[src/design/timer8_defs.vh]
// register map, field positions and reset values of the 8-bit waveform timer
`ifndef TIMER8_DEFS_VH
`define TIMER8_DEFS_VH
// ---------------------------------------------------------------
// register indices
// ---------------------------------------------------------------
`define ADDR_CTRL_A 3'h0
`define ADDR_CTRL_B 3'h1
`define ADDR_COUNT 3'h2
`define ADDR_CMP_A 3'h3
`define ADDR_CMP_B 3'h4
`define ADDR_FLAGS 3'h5
`define ADDR_PINCFG 3'h6
// ---------------------------------------------------------------
// field positions
// ---------------------------------------------------------------
`define CA_COMA_HI 7
`define CA_COMA_LO 6
`define CA_COMB_HI 5
`define CA_COMB_LO 4
`define CA_WGM_HI 1
`define CA_WGM_LO 0
`define CB_FOCA 7
`define CB_FOCB 6
`define CB_WGM2 3
`define CB_CS_HI 2
`define CB_CS_LO 0
`define FL_OVF 0
`define FL_CMPA 1
`define FL_CMPB 2
`define PC_DIR_A 0
`define PC_DIR_B 1
// ---------------------------------------------------------------
// reset values and constants
// ---------------------------------------------------------------
`define RST_BYTE 8'h00
`define CNT_MAX 8'hFF
`define CNT_BOTTOM 8'h00
`define CA_RD_MASK 8'hF3
`define CB_RD_MASK 8'h0F
`endif

[src/design/timer8_waveform_compare_unit.v]
// 8-bit timer/counter with two compare channels and waveform outputs
//
// Notes on behaviour
// - nonzero output mode routes compare-B to pin, except code 01 in PWM
// - pin driven only with direction bit set
// - non-PWM modes: off, toggle, clear, set
// - fast PWM: clear/set on match, inverse at bottom
// - fast PWM: match at TOP ignored, bottom acts
// - phase PWM: up-match and down-match act oppositely
// - phase PWM: match at TOP ignored, TOP acts
// - waveform mode code selects counting mode
// - TOP is 0xFF or compare-A value
// - compare buffer update point and overflow point
// - force bit strobes a match onto output
// - forced match sets no flag, no clear
// - force and reserved bits read zero
// - clock select: stop, /1, /8 ... /1024
// - counter readable, write blocks next match
// - compare registers compared against counter continuously
// - compare flags set on match, clear by ack/one
// - overflow flag clears by ack or one written
//
// The address-and-strobe port and the placing of the registers are this design's own decisions.
`timescale 1ns/1ns
`include "timer8_defs.vh"

// ---------------------------------------------------------------
// operating notes
// ---------------------------------------------------------------
// counting
// - one timer step per prescaler tick, never per bus cycle
// - the prescaler runs free from reset and is not cleared
//   when the clock select changes, so the first tick after
//   a select write can come anywhere inside one divide period
// - a stopped timer (select zero) still accepts bus writes
// - reserved waveform codes 4 and 6 fall back to normal mode
//   rather than freezing, so a stray code cannot stall the count
//
// compare path
// - the compare is made against the count before the step,
//   which keeps match and flag in the same tick
// - a counter write masks the match of the next tick only;
//   ticks in between do not extend the mask
// - in the pwm modes the compare values are double buffered;
//   reads return the buffer, not the value in use
// - a buffer write in the cycle of the update point is taken
//   straight from the bus so it is not lost for a period
//
// waveform path
// - both channels share one next-state function; channel b
//   has no toggle in pwm, channel a needs the high mode bit
// - a compare value at top in fast pwm gives a constant level
//   set by the bottom action alone
// - in phase pwm a compare value at top acts at the turn
//   from up to down counting
// - forced matches act only in the non-pwm modes and leave
//   flags and counter untouched
//
// flags
// - a hardware set in the same cycle as a clear wins, so an
//   event is never lost to a late acknowledge
// - write one clears; writing zero leaves a flag alone
//
// bus
// - reads are answered one cycle later and the data word is
//   zero in every other cycle, so an or-tree can merge ports
// - reads are served while the clock enable is low, but no
//   state moves then
//
// pins
// - override follows the output and waveform modes alone; the drive enable
//   also needs the direction bit of that pin
// - the reserved pwm code on channel b leaves the pin with
//   the port function
//
// limits
// - no asynchronous source; the source clock is the main
//   clock gated by the enable
// - no prescaler reset strobe
//

module timer8_waveform_compare_unit #(
    parameter WIDTH = 8
) (
    // clock, reset, enable
    input wire mclk_i,
    input wire srst_i,
    input wire ce_i,
    // register port
    input wire [2:0] addr_i,
    input wire [7:0] wdata_i,
    input wire wr_i,
    input wire rd_i,
    output reg [7:0] rdata_o,
    // interrupt acknowledge from vector fetch
    input wire ack_ovf_i,
    input wire ack_cmpa_i,
    input wire ack_cmpb_i,
    // flags towards the interrupt controller
    output wire ovf_flag_o,
    output wire cmpa_flag_o,
    output wire cmpb_flag_o,
    // compare pins
    output wire compare_a_pin_o,
    output wire compare_a_pin_oe_o,
    output wire compare_a_override_o,
    output wire compare_b_pin_o,
    output wire compare_b_pin_oe_o,
    output wire compare_b_override_o
);

// ---------------------------------------------------------------
// registers
// ---------------------------------------------------------------
reg [7:0] ctrl_a_r;
reg [3:0] ctrl_b_r;
reg [WIDTH-1:0] count_r;
reg [WIDTH-1:0] cmp_a_buf_r;
reg [WIDTH-1:0] cmp_b_buf_r;
reg [WIDTH-1:0] cmp_a_r;
reg [WIDTH-1:0] cmp_b_r;
reg [2:0] flags_r;
reg [1:0] dir_r;
reg down_r;
reg block_r;
reg wave_a_r;
reg wave_b_r;
reg [9:0] presc_r;

wire [2:0] wgm = {ctrl_b_r[`CB_WGM2], ctrl_a_r[`CA_WGM_HI:`CA_WGM_LO]};
wire [2:0] cs = ctrl_b_r[`CB_CS_HI:`CB_CS_LO];
wire [1:0] com_a = ctrl_a_r[`CA_COMA_HI:`CA_COMA_LO];
wire [1:0] com_b = ctrl_a_r[`CA_COMB_HI:`CA_COMB_LO];

// ---------------------------------------------------------------
// mode decode
// ---------------------------------------------------------------
// reserved codes 4 and 6 behave as normal mode
wire is_phase = (wgm == 3'h1) || (wgm == 3'h5);
wire is_fast = (wgm == 3'h3) || (wgm == 3'h7);
wire is_pwm = is_phase || is_fast;
wire top_is_a = (wgm == 3'h2) || (wgm == 3'h5) || (wgm == 3'h7);
wire [WIDTH-1:0] top = top_is_a ? cmp_a_r : {WIDTH{1'b1}};

// ---------------------------------------------------------------
// prescaler tick
// ---------------------------------------------------------------
// free running divider; taps for /8 up to /1024
function tap_tick;
    input [2:0] sel;
    input [9:0] p;
    begin
        case (sel)
            3'h1: tap_tick = 1'b1;
            3'h2: tap_tick = (p[2:0] == 3'h7);
            3'h3: tap_tick = (p[4:0] == 5'h1F);
            3'h4: tap_tick = (p[5:0] == 6'h3F);
            3'h5: tap_tick = (p[6:0] == 7'h7F);
            3'h6: tap_tick = (p[7:0] == 8'hFF);
            3'h7: tap_tick = (p == 10'h3FF);
            default: tap_tick = 1'b0;
        endcase
    end
endfunction

wire tick = ce_i && tap_tick(cs, presc_r);

// ---------------------------------------------------------------
// compare and sequence
// ---------------------------------------------------------------
wire match_a = tick && !block_r && (count_r == cmp_a_r);
wire match_b = tick && !block_r && (count_r == cmp_b_r);
wire at_top = (count_r == top);
wire at_bottom = (count_r == {WIDTH{1'b0}});
wire cnt_wr = wr_i && (addr_i == `ADDR_COUNT);
wire cb_wr = wr_i && (addr_i == `ADDR_CTRL_B);
wire force_a = ce_i && cb_wr && wdata_i[`CB_FOCA] && !is_pwm;
wire force_b = ce_i && cb_wr && wdata_i[`CB_FOCB] && !is_pwm;

// next count and direction
reg [WIDTH-1:0] count_nxt;
reg down_nxt;
reg ovf_evt;
reg upd_evt;
always @* begin
    count_nxt = count_r;
    down_nxt = down_r;
    ovf_evt = 1'b0;
    upd_evt = !is_pwm;
    if (tick) begin
        if (is_phase) begin
            if (!down_r && at_top) begin
                down_nxt = 1'b1;
                count_nxt = count_r - 1'b1;
                upd_evt = 1'b1;
            end else if (down_r && at_bottom) begin
                down_nxt = 1'b0;
                count_nxt = count_r + 1'b1;
                ovf_evt = 1'b1;
            end else if (down_r) begin
                count_nxt = count_r - 1'b1;
            end else begin
                count_nxt = count_r + 1'b1;
            end
        end else begin
            down_nxt = 1'b0;
            if (at_top) begin
                count_nxt = {WIDTH{1'b0}};
            end else begin
                count_nxt = count_r + 1'b1;
            end
            if (is_fast && at_top) begin
                upd_evt = 1'b1;
            end
            // mode 7 flags at TOP, others at MAX
            if ((wgm == 3'h7) ? at_top : (count_r == {WIDTH{1'b1}})) begin
                ovf_evt = 1'b1;
            end
        end
    end
end

// ---------------------------------------------------------------
// output waveform next value
// ---------------------------------------------------------------
// shared for both channels; is_top_cmp means compare value equals TOP
function wave_next;
    input cur;
    input [1:0] com;
    input m;
    input frc;
    input is_top_cmp;
    input fast;
    input phase;
    input dn;
    input bot;
    input tp;
    input tk;
    input is_a;
    begin
        wave_next = cur;
        if (fast) begin
            // match at TOP is skipped, bottom still acts
            if (com[1] && m && !is_top_cmp) begin
                wave_next = com[0];
            end
            if (com[1] && tk && tp) begin
                wave_next = !com[0];
            end
            if (is_a && com == 2'h1 && m) begin
                wave_next = !cur;
            end
        end else if (phase) begin
            // match at TOP ignored, the action happens at TOP
            if (com[1] && m && !is_top_cmp) begin
                wave_next = dn ? !com[0] : com[0];
            end
            if (com[1] && is_top_cmp && tk && tp && !dn) begin
                wave_next = com[0];
            end
            if (is_a && com == 2'h1 && m) begin
                wave_next = !cur;
            end
        end else if (m || frc) begin
            case (com)
                2'h1: wave_next = !cur;
                2'h2: wave_next = 1'b0;
                2'h3: wave_next = 1'b1;
                default: wave_next = cur;
            endcase
        end
    end
endfunction

// toggle in PWM for channel A needs the high mode bit
wire a_tog_ok = ctrl_b_r[`CB_WGM2];
wire wave_a_nxt = wave_next(wave_a_r, com_a, match_a, force_a, cmp_a_r == top, is_fast, is_phase,
    down_r, at_bottom, at_top, tick, a_tog_ok);
wire wave_b_nxt = wave_next(wave_b_r, com_b, match_b, force_b, cmp_b_r == top, is_fast, is_phase,
    down_r, at_bottom, at_top, tick, 1'b0);

// ---------------------------------------------------------------
// state update
// ---------------------------------------------------------------
always @(posedge mclk_i) begin
    if (srst_i) begin
        ctrl_a_r <= `RST_BYTE;
        ctrl_b_r <= 4'h0;
        count_r <= `RST_BYTE;
        cmp_a_buf_r <= `RST_BYTE;
        cmp_b_buf_r <= `RST_BYTE;
        cmp_a_r <= `RST_BYTE;
        cmp_b_r <= `RST_BYTE;
        flags_r <= 3'h0;
        dir_r <= 2'h0;
        down_r <= 1'b0;
        block_r <= 1'b0;
        wave_a_r <= 1'b0;
        wave_b_r <= 1'b0;
        presc_r <= 10'h000;
    end else if (ce_i) begin
        presc_r <= presc_r + 10'h001;
        down_r <= down_nxt;
        wave_a_r <= wave_a_nxt;
        wave_b_r <= wave_b_nxt;
        // a counter write blocks the match on the next tick
        if (cnt_wr) begin
            count_r <= wdata_i;
            block_r <= 1'b1;
        end else begin
            count_r <= count_nxt;
            if (tick) begin
                block_r <= 1'b0;
            end
        end
        // buffered compare values load at the update point
        if (upd_evt) begin
            cmp_a_r <= (wr_i && addr_i == `ADDR_CMP_A) ? wdata_i : cmp_a_buf_r;
            cmp_b_r <= (wr_i && addr_i == `ADDR_CMP_B) ? wdata_i : cmp_b_buf_r;
        end
        // flags: hardware set wins over any clear; forced match sets nothing
        flags_r[`FL_OVF] <= ovf_evt ||
            (flags_r[`FL_OVF] && !ack_ovf_i && !(wr_i && addr_i == `ADDR_FLAGS && wdata_i[`FL_OVF]));
        flags_r[`FL_CMPA] <= match_a ||
            (flags_r[`FL_CMPA] && !ack_cmpa_i && !(wr_i && addr_i == `ADDR_FLAGS && wdata_i[`FL_CMPA]));
        flags_r[`FL_CMPB] <= match_b ||
            (flags_r[`FL_CMPB] && !ack_cmpb_i && !(wr_i && addr_i == `ADDR_FLAGS && wdata_i[`FL_CMPB]));
        if (wr_i) begin
            case (addr_i)
                `ADDR_CTRL_A: ctrl_a_r <= wdata_i & `CA_RD_MASK;
                `ADDR_CTRL_B: ctrl_b_r <= wdata_i[3:0];
                `ADDR_CMP_A: cmp_a_buf_r <= wdata_i;
                `ADDR_CMP_B: cmp_b_buf_r <= wdata_i;
                `ADDR_PINCFG: dir_r <= wdata_i[1:0];
                default: dir_r <= dir_r;
            endcase
        end
    end
end

// ---------------------------------------------------------------
// read port
// ---------------------------------------------------------------
// data stands one cycle after the strobe, zero otherwise
always @(posedge mclk_i) begin
    if (srst_i) begin
        rdata_o <= 8'h00;
    end else if (rd_i) begin
        case (addr_i)
            `ADDR_CTRL_A: rdata_o <= ctrl_a_r & `CA_RD_MASK;
            `ADDR_CTRL_B: rdata_o <= {4'h0, ctrl_b_r};
            `ADDR_COUNT: rdata_o <= count_r;
            `ADDR_CMP_A: rdata_o <= cmp_a_buf_r;
            `ADDR_CMP_B: rdata_o <= cmp_b_buf_r;
            `ADDR_FLAGS: rdata_o <= {5'h00, flags_r};
            `ADDR_PINCFG: rdata_o <= {6'h00, dir_r};
            default: rdata_o <= 8'h00;
        endcase
    end else begin
        rdata_o <= 8'h00;
    end
end

// ---------------------------------------------------------------
// pins
// ---------------------------------------------------------------
// fast/phase code 01 on channel B is reserved and leaves the pin with the port
wire b_conn = (com_b != 2'h0) && !(is_pwm && com_b == 2'h1);
assign compare_b_override_o = b_conn;
assign compare_b_pin_oe_o = b_conn && dir_r[`PC_DIR_B];
assign compare_b_pin_o = wave_b_r;
assign compare_a_override_o = (com_a != 2'h0) && !(is_pwm && com_a == 2'h1 && !a_tog_ok);
assign compare_a_pin_oe_o = compare_a_override_o && dir_r[`PC_DIR_A];
assign compare_a_pin_o = wave_a_r;
assign ovf_flag_o = flags_r[`FL_OVF];
assign cmpa_flag_o = flags_r[`FL_CMPA];
assign cmpb_flag_o = flags_r[`FL_CMPB];

endmodule

[config.mk]
export PLATFORM = sky130hd
export DESIGN_NAME = timer8_waveform_compare_unit
export DESIGN_NICKNAME = d
export VERILOG_FILES = /design/src/design/timer8_waveform_compare_unit.v
export VERILOG_INCLUDE_DIRS = /design/src /design/src/design
export SDC_FILE = /design/constraint.sdc
export NUM_CORES = 1
export LEC_CHECK = 0
export BUFFER_PORTS_ARGS = -buffer_cell sky130_fd_sc_hd__buf_2
export CAP_MARGIN = 20
export CELL_PAD_IN_SITES_DETAIL_PLACEMENT = 2
export CELL_PAD_IN_SITES_GLOBAL_PLACEMENT = 2
export CORE_MARGIN = 2
export CORE_UTILIZATION = 25
export DETAILED_ROUTE_END_ITERATION = 7
export PLACE_DENSITY = 0.6
export SLEW_MARGIN = 5
export SYNTH_ARGS = -nofsm -noshare
export SYNTH_HDL_FRONTEND = slang
export SYNTH_SLANG_ARGS = --single-unit
[constraint.sdc]
create_clock -name mclk_i -period 2.6 [get_ports mclk_i]
set_input_delay 0.26 -clock mclk_i [delete_from_list [all_inputs] [get_ports mclk_i]]
set_output_delay 0.26 -clock mclk_i [all_outputs]
set_load 0.05 [all_outputs]
Word level (Yosys, flattened, before mapping)
Index checks and enable logic that the tools add are counted.
Widths: inputs -> output; s select.
{"block": "totals", "ff_bits": 77, "inputBits": 19, "out_inout_bits": 17, "wordCells": 206}
{"block": "op_classes", "add_sub_neg": 3, "eq_ne": 41, "mux": 47, "n_bitwise": 1, "n_reduce_logical": 99}
{"op": "$mux 8", "count": 10}
{"op": "$pmux 8 s7", "count": 1}
{"op": "$logic_and 1x1->1", "count": 51}
{"op": "$eq 8x8->1", "count": 5}
{"op": "$mux 1", "count": 33}
{"op": "$eq 3x3->1 const B", "count": 10}
{"op": "$eq 3x2->1 const B", "count": 6}
{"op": "$logic_not 1->1", "count": 18}
{"op": "$reduce_and 3->1", "count": 6}
{"op": "$eq 8x8->1 const B", "count": 2}
{"op": "$add 10x1->10 const B", "count": 1}
{"op": "$eq 10x10->1 const B", "count": 1}
{"op": "$logic_or 1x1->1", "count": 10}
{"op": "$reduce_and 5->1", "count": 2}
{"op": "$reduce_bool 5->1", "count": 2}
{"op": "$eq 3x1->1 const B", "count": 3}
{"op": "$add 8x1->8 const B", "count": 1}
{"op": "$eq 2x2->1 const B", "count": 4}
{"op": "$logic_not 8->1", "count": 1}
{"op": "$ne 4x1->1 const B", "count": 2}
{"op": "$sub 8x1->8 const B", "count": 1}
{"op": "$eq 7x7->1 const B", "count": 1}
{"op": "$pmux 1 s7", "count": 1}
{"op": "$eq 6x6->1 const B", "count": 1}
{"op": "11 further kinds", "count": 18}

Longest topological paths before layout
{"block": "depth", "ltp_word": 13, "ltp_mapped": 12, "ltp_nobuf": 11}

Worst setup path before layout
Ideal clock, no wire load.
{"block": "synth_timing", "path_type": "register to register", "startpoint": "reg presc_r[0]", "endpoint": "reg wave_b_r (netlist: compare_b_pin_o)", "arrival_time_ps": 2429, "required_ps": 2481, "path_slack_ps": 52, "path_stages_with_launch": 12, "n_path_buf": 0, "cell_sequence": "dfxtp_1 ha_1 and3_1 ha_1 and3b_1 nor4_1 a41oi_1 or4_1 nand2b_1 a221oi_1 or4b_1 nand2_1"}
{"block": "synth_via", "elab_chain_cells": 9, "word_cells_on_any_way": 26}
{"element": "start: declaration", "line": "timer8_waveform_compare_unit.v:128", "source": "reg [9:0] presc_r;"}
{"element": "start signal: assignment", "line": "timer8_waveform_compare_unit.v:302", "source": "presc_r <= presc_r + 10'h001;"}
{"element": "$eq 10x10->1, or another cell as far along", "line": "timer8_waveform_compare_unit.v:160", "source": "3'h7: tap_tick = (p == 10'h3FF);"}
{"element": "$pmux 1 s7 *", "line": "timer8_waveform_compare_unit.v:153", "source": "case (sel)"}
{"element": "$logic_and 1x1->1 *", "line": "timer8_waveform_compare_unit.v:166", "source": "wire tick = ce_i && tap_tick(cs, presc_r);"}
{"element": "$logic_and 1x1->1, on equally long branches (2 in a row)", "line": "timer8_waveform_compare_unit.v:172, timer8_waveform_compare_unit.v:258"}
{"element": "$logic_and 1x1->1, on equally long branches", "line": "timer8_waveform_compare_unit.v:244, timer8_waveform_compare_unit.v:255, timer8_waveform_compare_unit.v:258"}
{"element": "$logic_and 1x1->1 or $mux 1 (tied branches)", "line": "timer8_waveform_compare_unit.v:244, timer8_waveform_compare_unit.v:255, timer8_waveform_compare_unit.v:258"}
{"element": "$ne 4x1->1 (no source line), or another cell as far along"}
{"element": "$reduce_and 5->1 (no source line) or $mux 1 (tied branches)"}
{"element": "end signal: assignment", "line": "timer8_waveform_compare_unit.v:305", "source": "wave_b_r <= wave_b_nxt;"}
{"element": "end: declaration", "line": "timer8_waveform_compare_unit.v:127", "source": "reg wave_b_r;"}
Mark *: on every way between the ends. The rest lies on a longest branch, timed or not.
A chain may end at the register's enable or synchronous reset.

Worst setup path in the final report
{"block": "layout_timing", "startpoint": "reg ctrl_a_r[1]", "endpoint": "reg wave_b_r (netlist: compare_b_pin_o)"}
{"block": "layout_via", "elab_chain_cells": 12, "word_cells_on_any_way": 32}
{"element": "start: declaration", "line": "timer8_waveform_compare_unit.v:115", "source": "reg [7:0] ctrl_a_r;"}
{"element": "start signal: assignment", "line": "timer8_waveform_compare_unit.v:287", "source": "ctrl_a_r <= `RST_BYTE;"}
{"element": "start signal: assignment", "line": "timer8_waveform_compare_unit.v:330", "source": "`ADDR_CTRL_A: ctrl_a_r <= wdata_i & `CA_RD_MASK;"}
{"element": "branches (longest 12 deep; another with $mux 8)"}
Parallel ways; which one is timed is not known.

==> metrics.txt <==
status=complete, no violations; Synth Cell Area=approximately 5000 µm²; mux cell area share after synthesis=0.0926; Layout Area Growth over Synthesis=31.7%; CTS sink cnt=a little under 80; row count=51; post-synthesis xor/xnor area fraction=0.0605; reg2reg end=compare_b_pin_o; H-Tree Depth=3; PD cells=456 nW/µm²; GRT Util Overall=0.207; relative slew slack=0.503; GPL Wtd Cong=a little over 0.8; Antenna Violating Nets Remaining=0; final hold vios=0; Seq cells post-synth=77; die area=20800 µm²; Clock Pin Slew Worst Setup and Hold Paths=0.07 ns; DIE WIDTH=144 µm; top post-synthesis cells by area=dfxtp_1 (31%), mux2i_1 (8.3%), nor2_1 (7.9%); Post-Synthesis Cells=about 650; Yosys warnings=0; cell taking the most area after synthesis=dfxtp_1; crit path launch type=flip-flop; design area=around 6500 µm²; Starting DRT DRC Count=261; vias in the first global route=around 5400; Worst-Skew Late Latency=around 0.36 ns; largest family of logic cells by synthesized area=simple AND/OR/NAND/NOR gates; RSZ-0062 raised after global routing=true; Final WS setup=0.0159 ns; WHS Endpoint=cmp_b_buf_r[5]; TritonRoute pass-1 iters=4; drc violations=0; syn_nets=674; Synth top area share=0.313; Max Slew Vio Count=0; P_leak=2.49 nW; die height=roughly 140 µm; R2R Setup Slk=0.02 ns; final clock skew=0.0110 ns; num ports=36; Crit. End Element=flip-flop; CP required=~2.9 ns; Synth Area in Compound Gates=0.197; largest buffer count on any clock path=2; core box area=19400 µm²; highest clock rate=just under 400 MHz; WS Path Type=flip-flop to flip-flop; Critical path origin=ctrl_a_r[1]; drt via density=5.22; crit path max fanout=8; I/O Buffers=35; first-pass GRT wire length=32300 µm; Initial Utilization=0.254; adder-cell share of the synthesized area=0.0203; clock root cell=clkbuf_16; post-DP HPWL=15700 µm; non-filler cells, final=980; register area share after synthesis=0.313; drt total wl=21400 µm; share of cells above drive strength 1=0.276; Synth Area in Simple Gates=0.260; Final min period=2.58 ns; CP arrival=2.87 ns; number of synthesized flops with an enable pin=0; hold path depth=3; area of placed instances=5700 µm²; Final period util=0.994; Routed WL per cell=approximately 22 µm; Maximum Capacitance Violations=0; largest net degree at the start of global routing=40; total grt overflow=0; worst min path class=primary input to flip-flop; placed cells=956; Synth async-reset ratio=0; post-layout util=0.334; routed via count=5120; worst vdd rail ir drop=298 µV; Final Power=2.96 mW; ant diodes=0; CTS buffer count=9; R2R cell count=11; Distinct cells, synth=between 60 and 70; Mapped Avg Cell Area=7.61 µm²; CTS tree=built; antenna violations before repair=0; Setup WS pre-CTS=-0.0608 ns; Hold Startpoint=wdata_i[5]; final net count=738; cts hold-fix bufs=0; top_reg_cell synth=dfxtp_1; Worst-Margin Slew=0.744 ns; Setup violations, final=0; Crit Reg-Reg Startpoint=ctrl_a_r[1]
## registers in the layout, summed over array words and instances, names as in the netlist, 6 cells and up
register,cells
presc_r,10
cmp_a_buf_r,8
cmp_a_r,8
cmp_b_buf_r,8
cmp_b_r,8
count_r,8
rdata_o,8
ctrl_a_r,6
## layer usage
| layer | global-route usage | routed length (µm) | up-vias | part of all wire |
|---|---|---|---|---|
| li1 | - | - | 2428 | - |
| met1 | 0.279 | 10100 | 2597 | 0.47 |
| met4 | 0.0583 | 358 | 0 | 0.017 |
| met5 | 0 | 0 | - | 0 |
| met3 | 0.0338 | 570 | 23 | 0.027 |
| met2 | 0.343 | 10400 | 72 | 0.49 |
## power by group
group / leakage (nW) / total [mW] / switching, mW / internal [mW]
registers: 0.624 / 1.22 / 0.0212 / 1.20
logic: 1.71 / 0.342 / 0.220 / 0.123
clock network: 0.156 / 1.40 / 0.560 / 0.838
total: 2.49 / 2.96 / 0.801 / 2.16
## how the worst max path moves through the flow
stage / end / slack [ns] / depth (start not counted)
after detailed placement: compare_b_pin_o / -0.06 / 11
after CTS: compare_a_pin_o / 0.01 / 12
final: compare_b_pin_o / 0.02 / 11
after global routing: compare_b_pin_o / -0.09 / 11
after floorplan: compare_b_pin_o / 0.05 / 11
after global placement: compare_b_pin_o / 0.04 / 8
## through the flow
step                      setup TNS, ns  hold WS [ns]
after floorplan                       0         0.404
after global placement                0         0.463
after detailed placement         -0.120         0.476
after CTS                             0         0.277
after global routing             -0.389         0.286
final                                 0         0.287
## critical path, stage by stage (launching register included)
cell,delay [ns]
dfxtp_2,0.34
or3b_4,0.41
buf_4,0.15
nand2_2,0.12
buf_4,0.15
o221ai_2,0.11
nand4_2,0.16
buf_4,0.21
nor2_1,0.09
o2111a_1,0.14
or4b_1,0.53
nand2_1,0.10
## logic make-up after synthesis
kind of cell             Yosys count
AO/OA/AOI/OAI                    154
XOR/XNOR                          34
adder cells (fa/ha/maj)            8
buffers and inverters             69
flip-flops                        77
multiplexers                      45
AND/OR/NAND/NOR                  260
## Yosys cell counts, types with 11 or more instances
cell type	number
a21oi_1	60
a31oi_1	11
and3_1	13
clkbuf_1	51
dfxtp_1	77
inv_1	13
mux2i_1	41
nand2_1	54
nand3_1	27
nor2_1	104
o21ai_0	28
xnor2_1	21
xor2_1	13
## layout make-up
type	instances	area (µm²)
Fill cell	2257	12900
Multi-Input combinational cell	501	3450
Sequential cell	77	1550
Timing Repair Buffer	109	786
Tap cell	265	332
Clock buffer	9	225
Clock inverter	6	87.6
Inverter	13	48.8
## cells in the final DEF, fill, tap and decap left out, types with 5 or more instances in the layout
cell / synthesis / layout
a21oi_1: 60 / 39
nor2_2: 0 / 7
a32oi_1: 6 / 6
clkbuf_16: 0 / 11
dfxtp_1: 77 / 71
ha_1: 8 / 6
mux2i_1: 41 / 41
dfxtp_2: 0 / 6
a21oi_4: 0 / 7
buf_4: 0 / 69
a21oi_2: 0 / 14
inv_1: 13 / 13
o21ai_0: 28 / 23
a31oi_1: 11 / 11
nand3_1: 27 / 27
nor3_1: 7 / 6
nor2_1: 104 / 94
o31ai_1: 5 / 5
and2_1: 8 / 8
a22oi_1: 5 / 5
xor2_1: 13 / 13
nand2_1: 54 / 52
buf_2: 1 / 35
nor2b_1: 6 / 6
nand4_1: 7 / 7
and3_1: 13 / 12
xnor2_1: 21 / 20
## repair_timing
action / CTS / global route
gates cloned: 0 / 3
setup buffers: 3 / 3
resized for setup: 9 / 78
pin swaps: 1 / 19
setup endpoints to repair: 2 / 24
(Power assumes the default switching activity.)
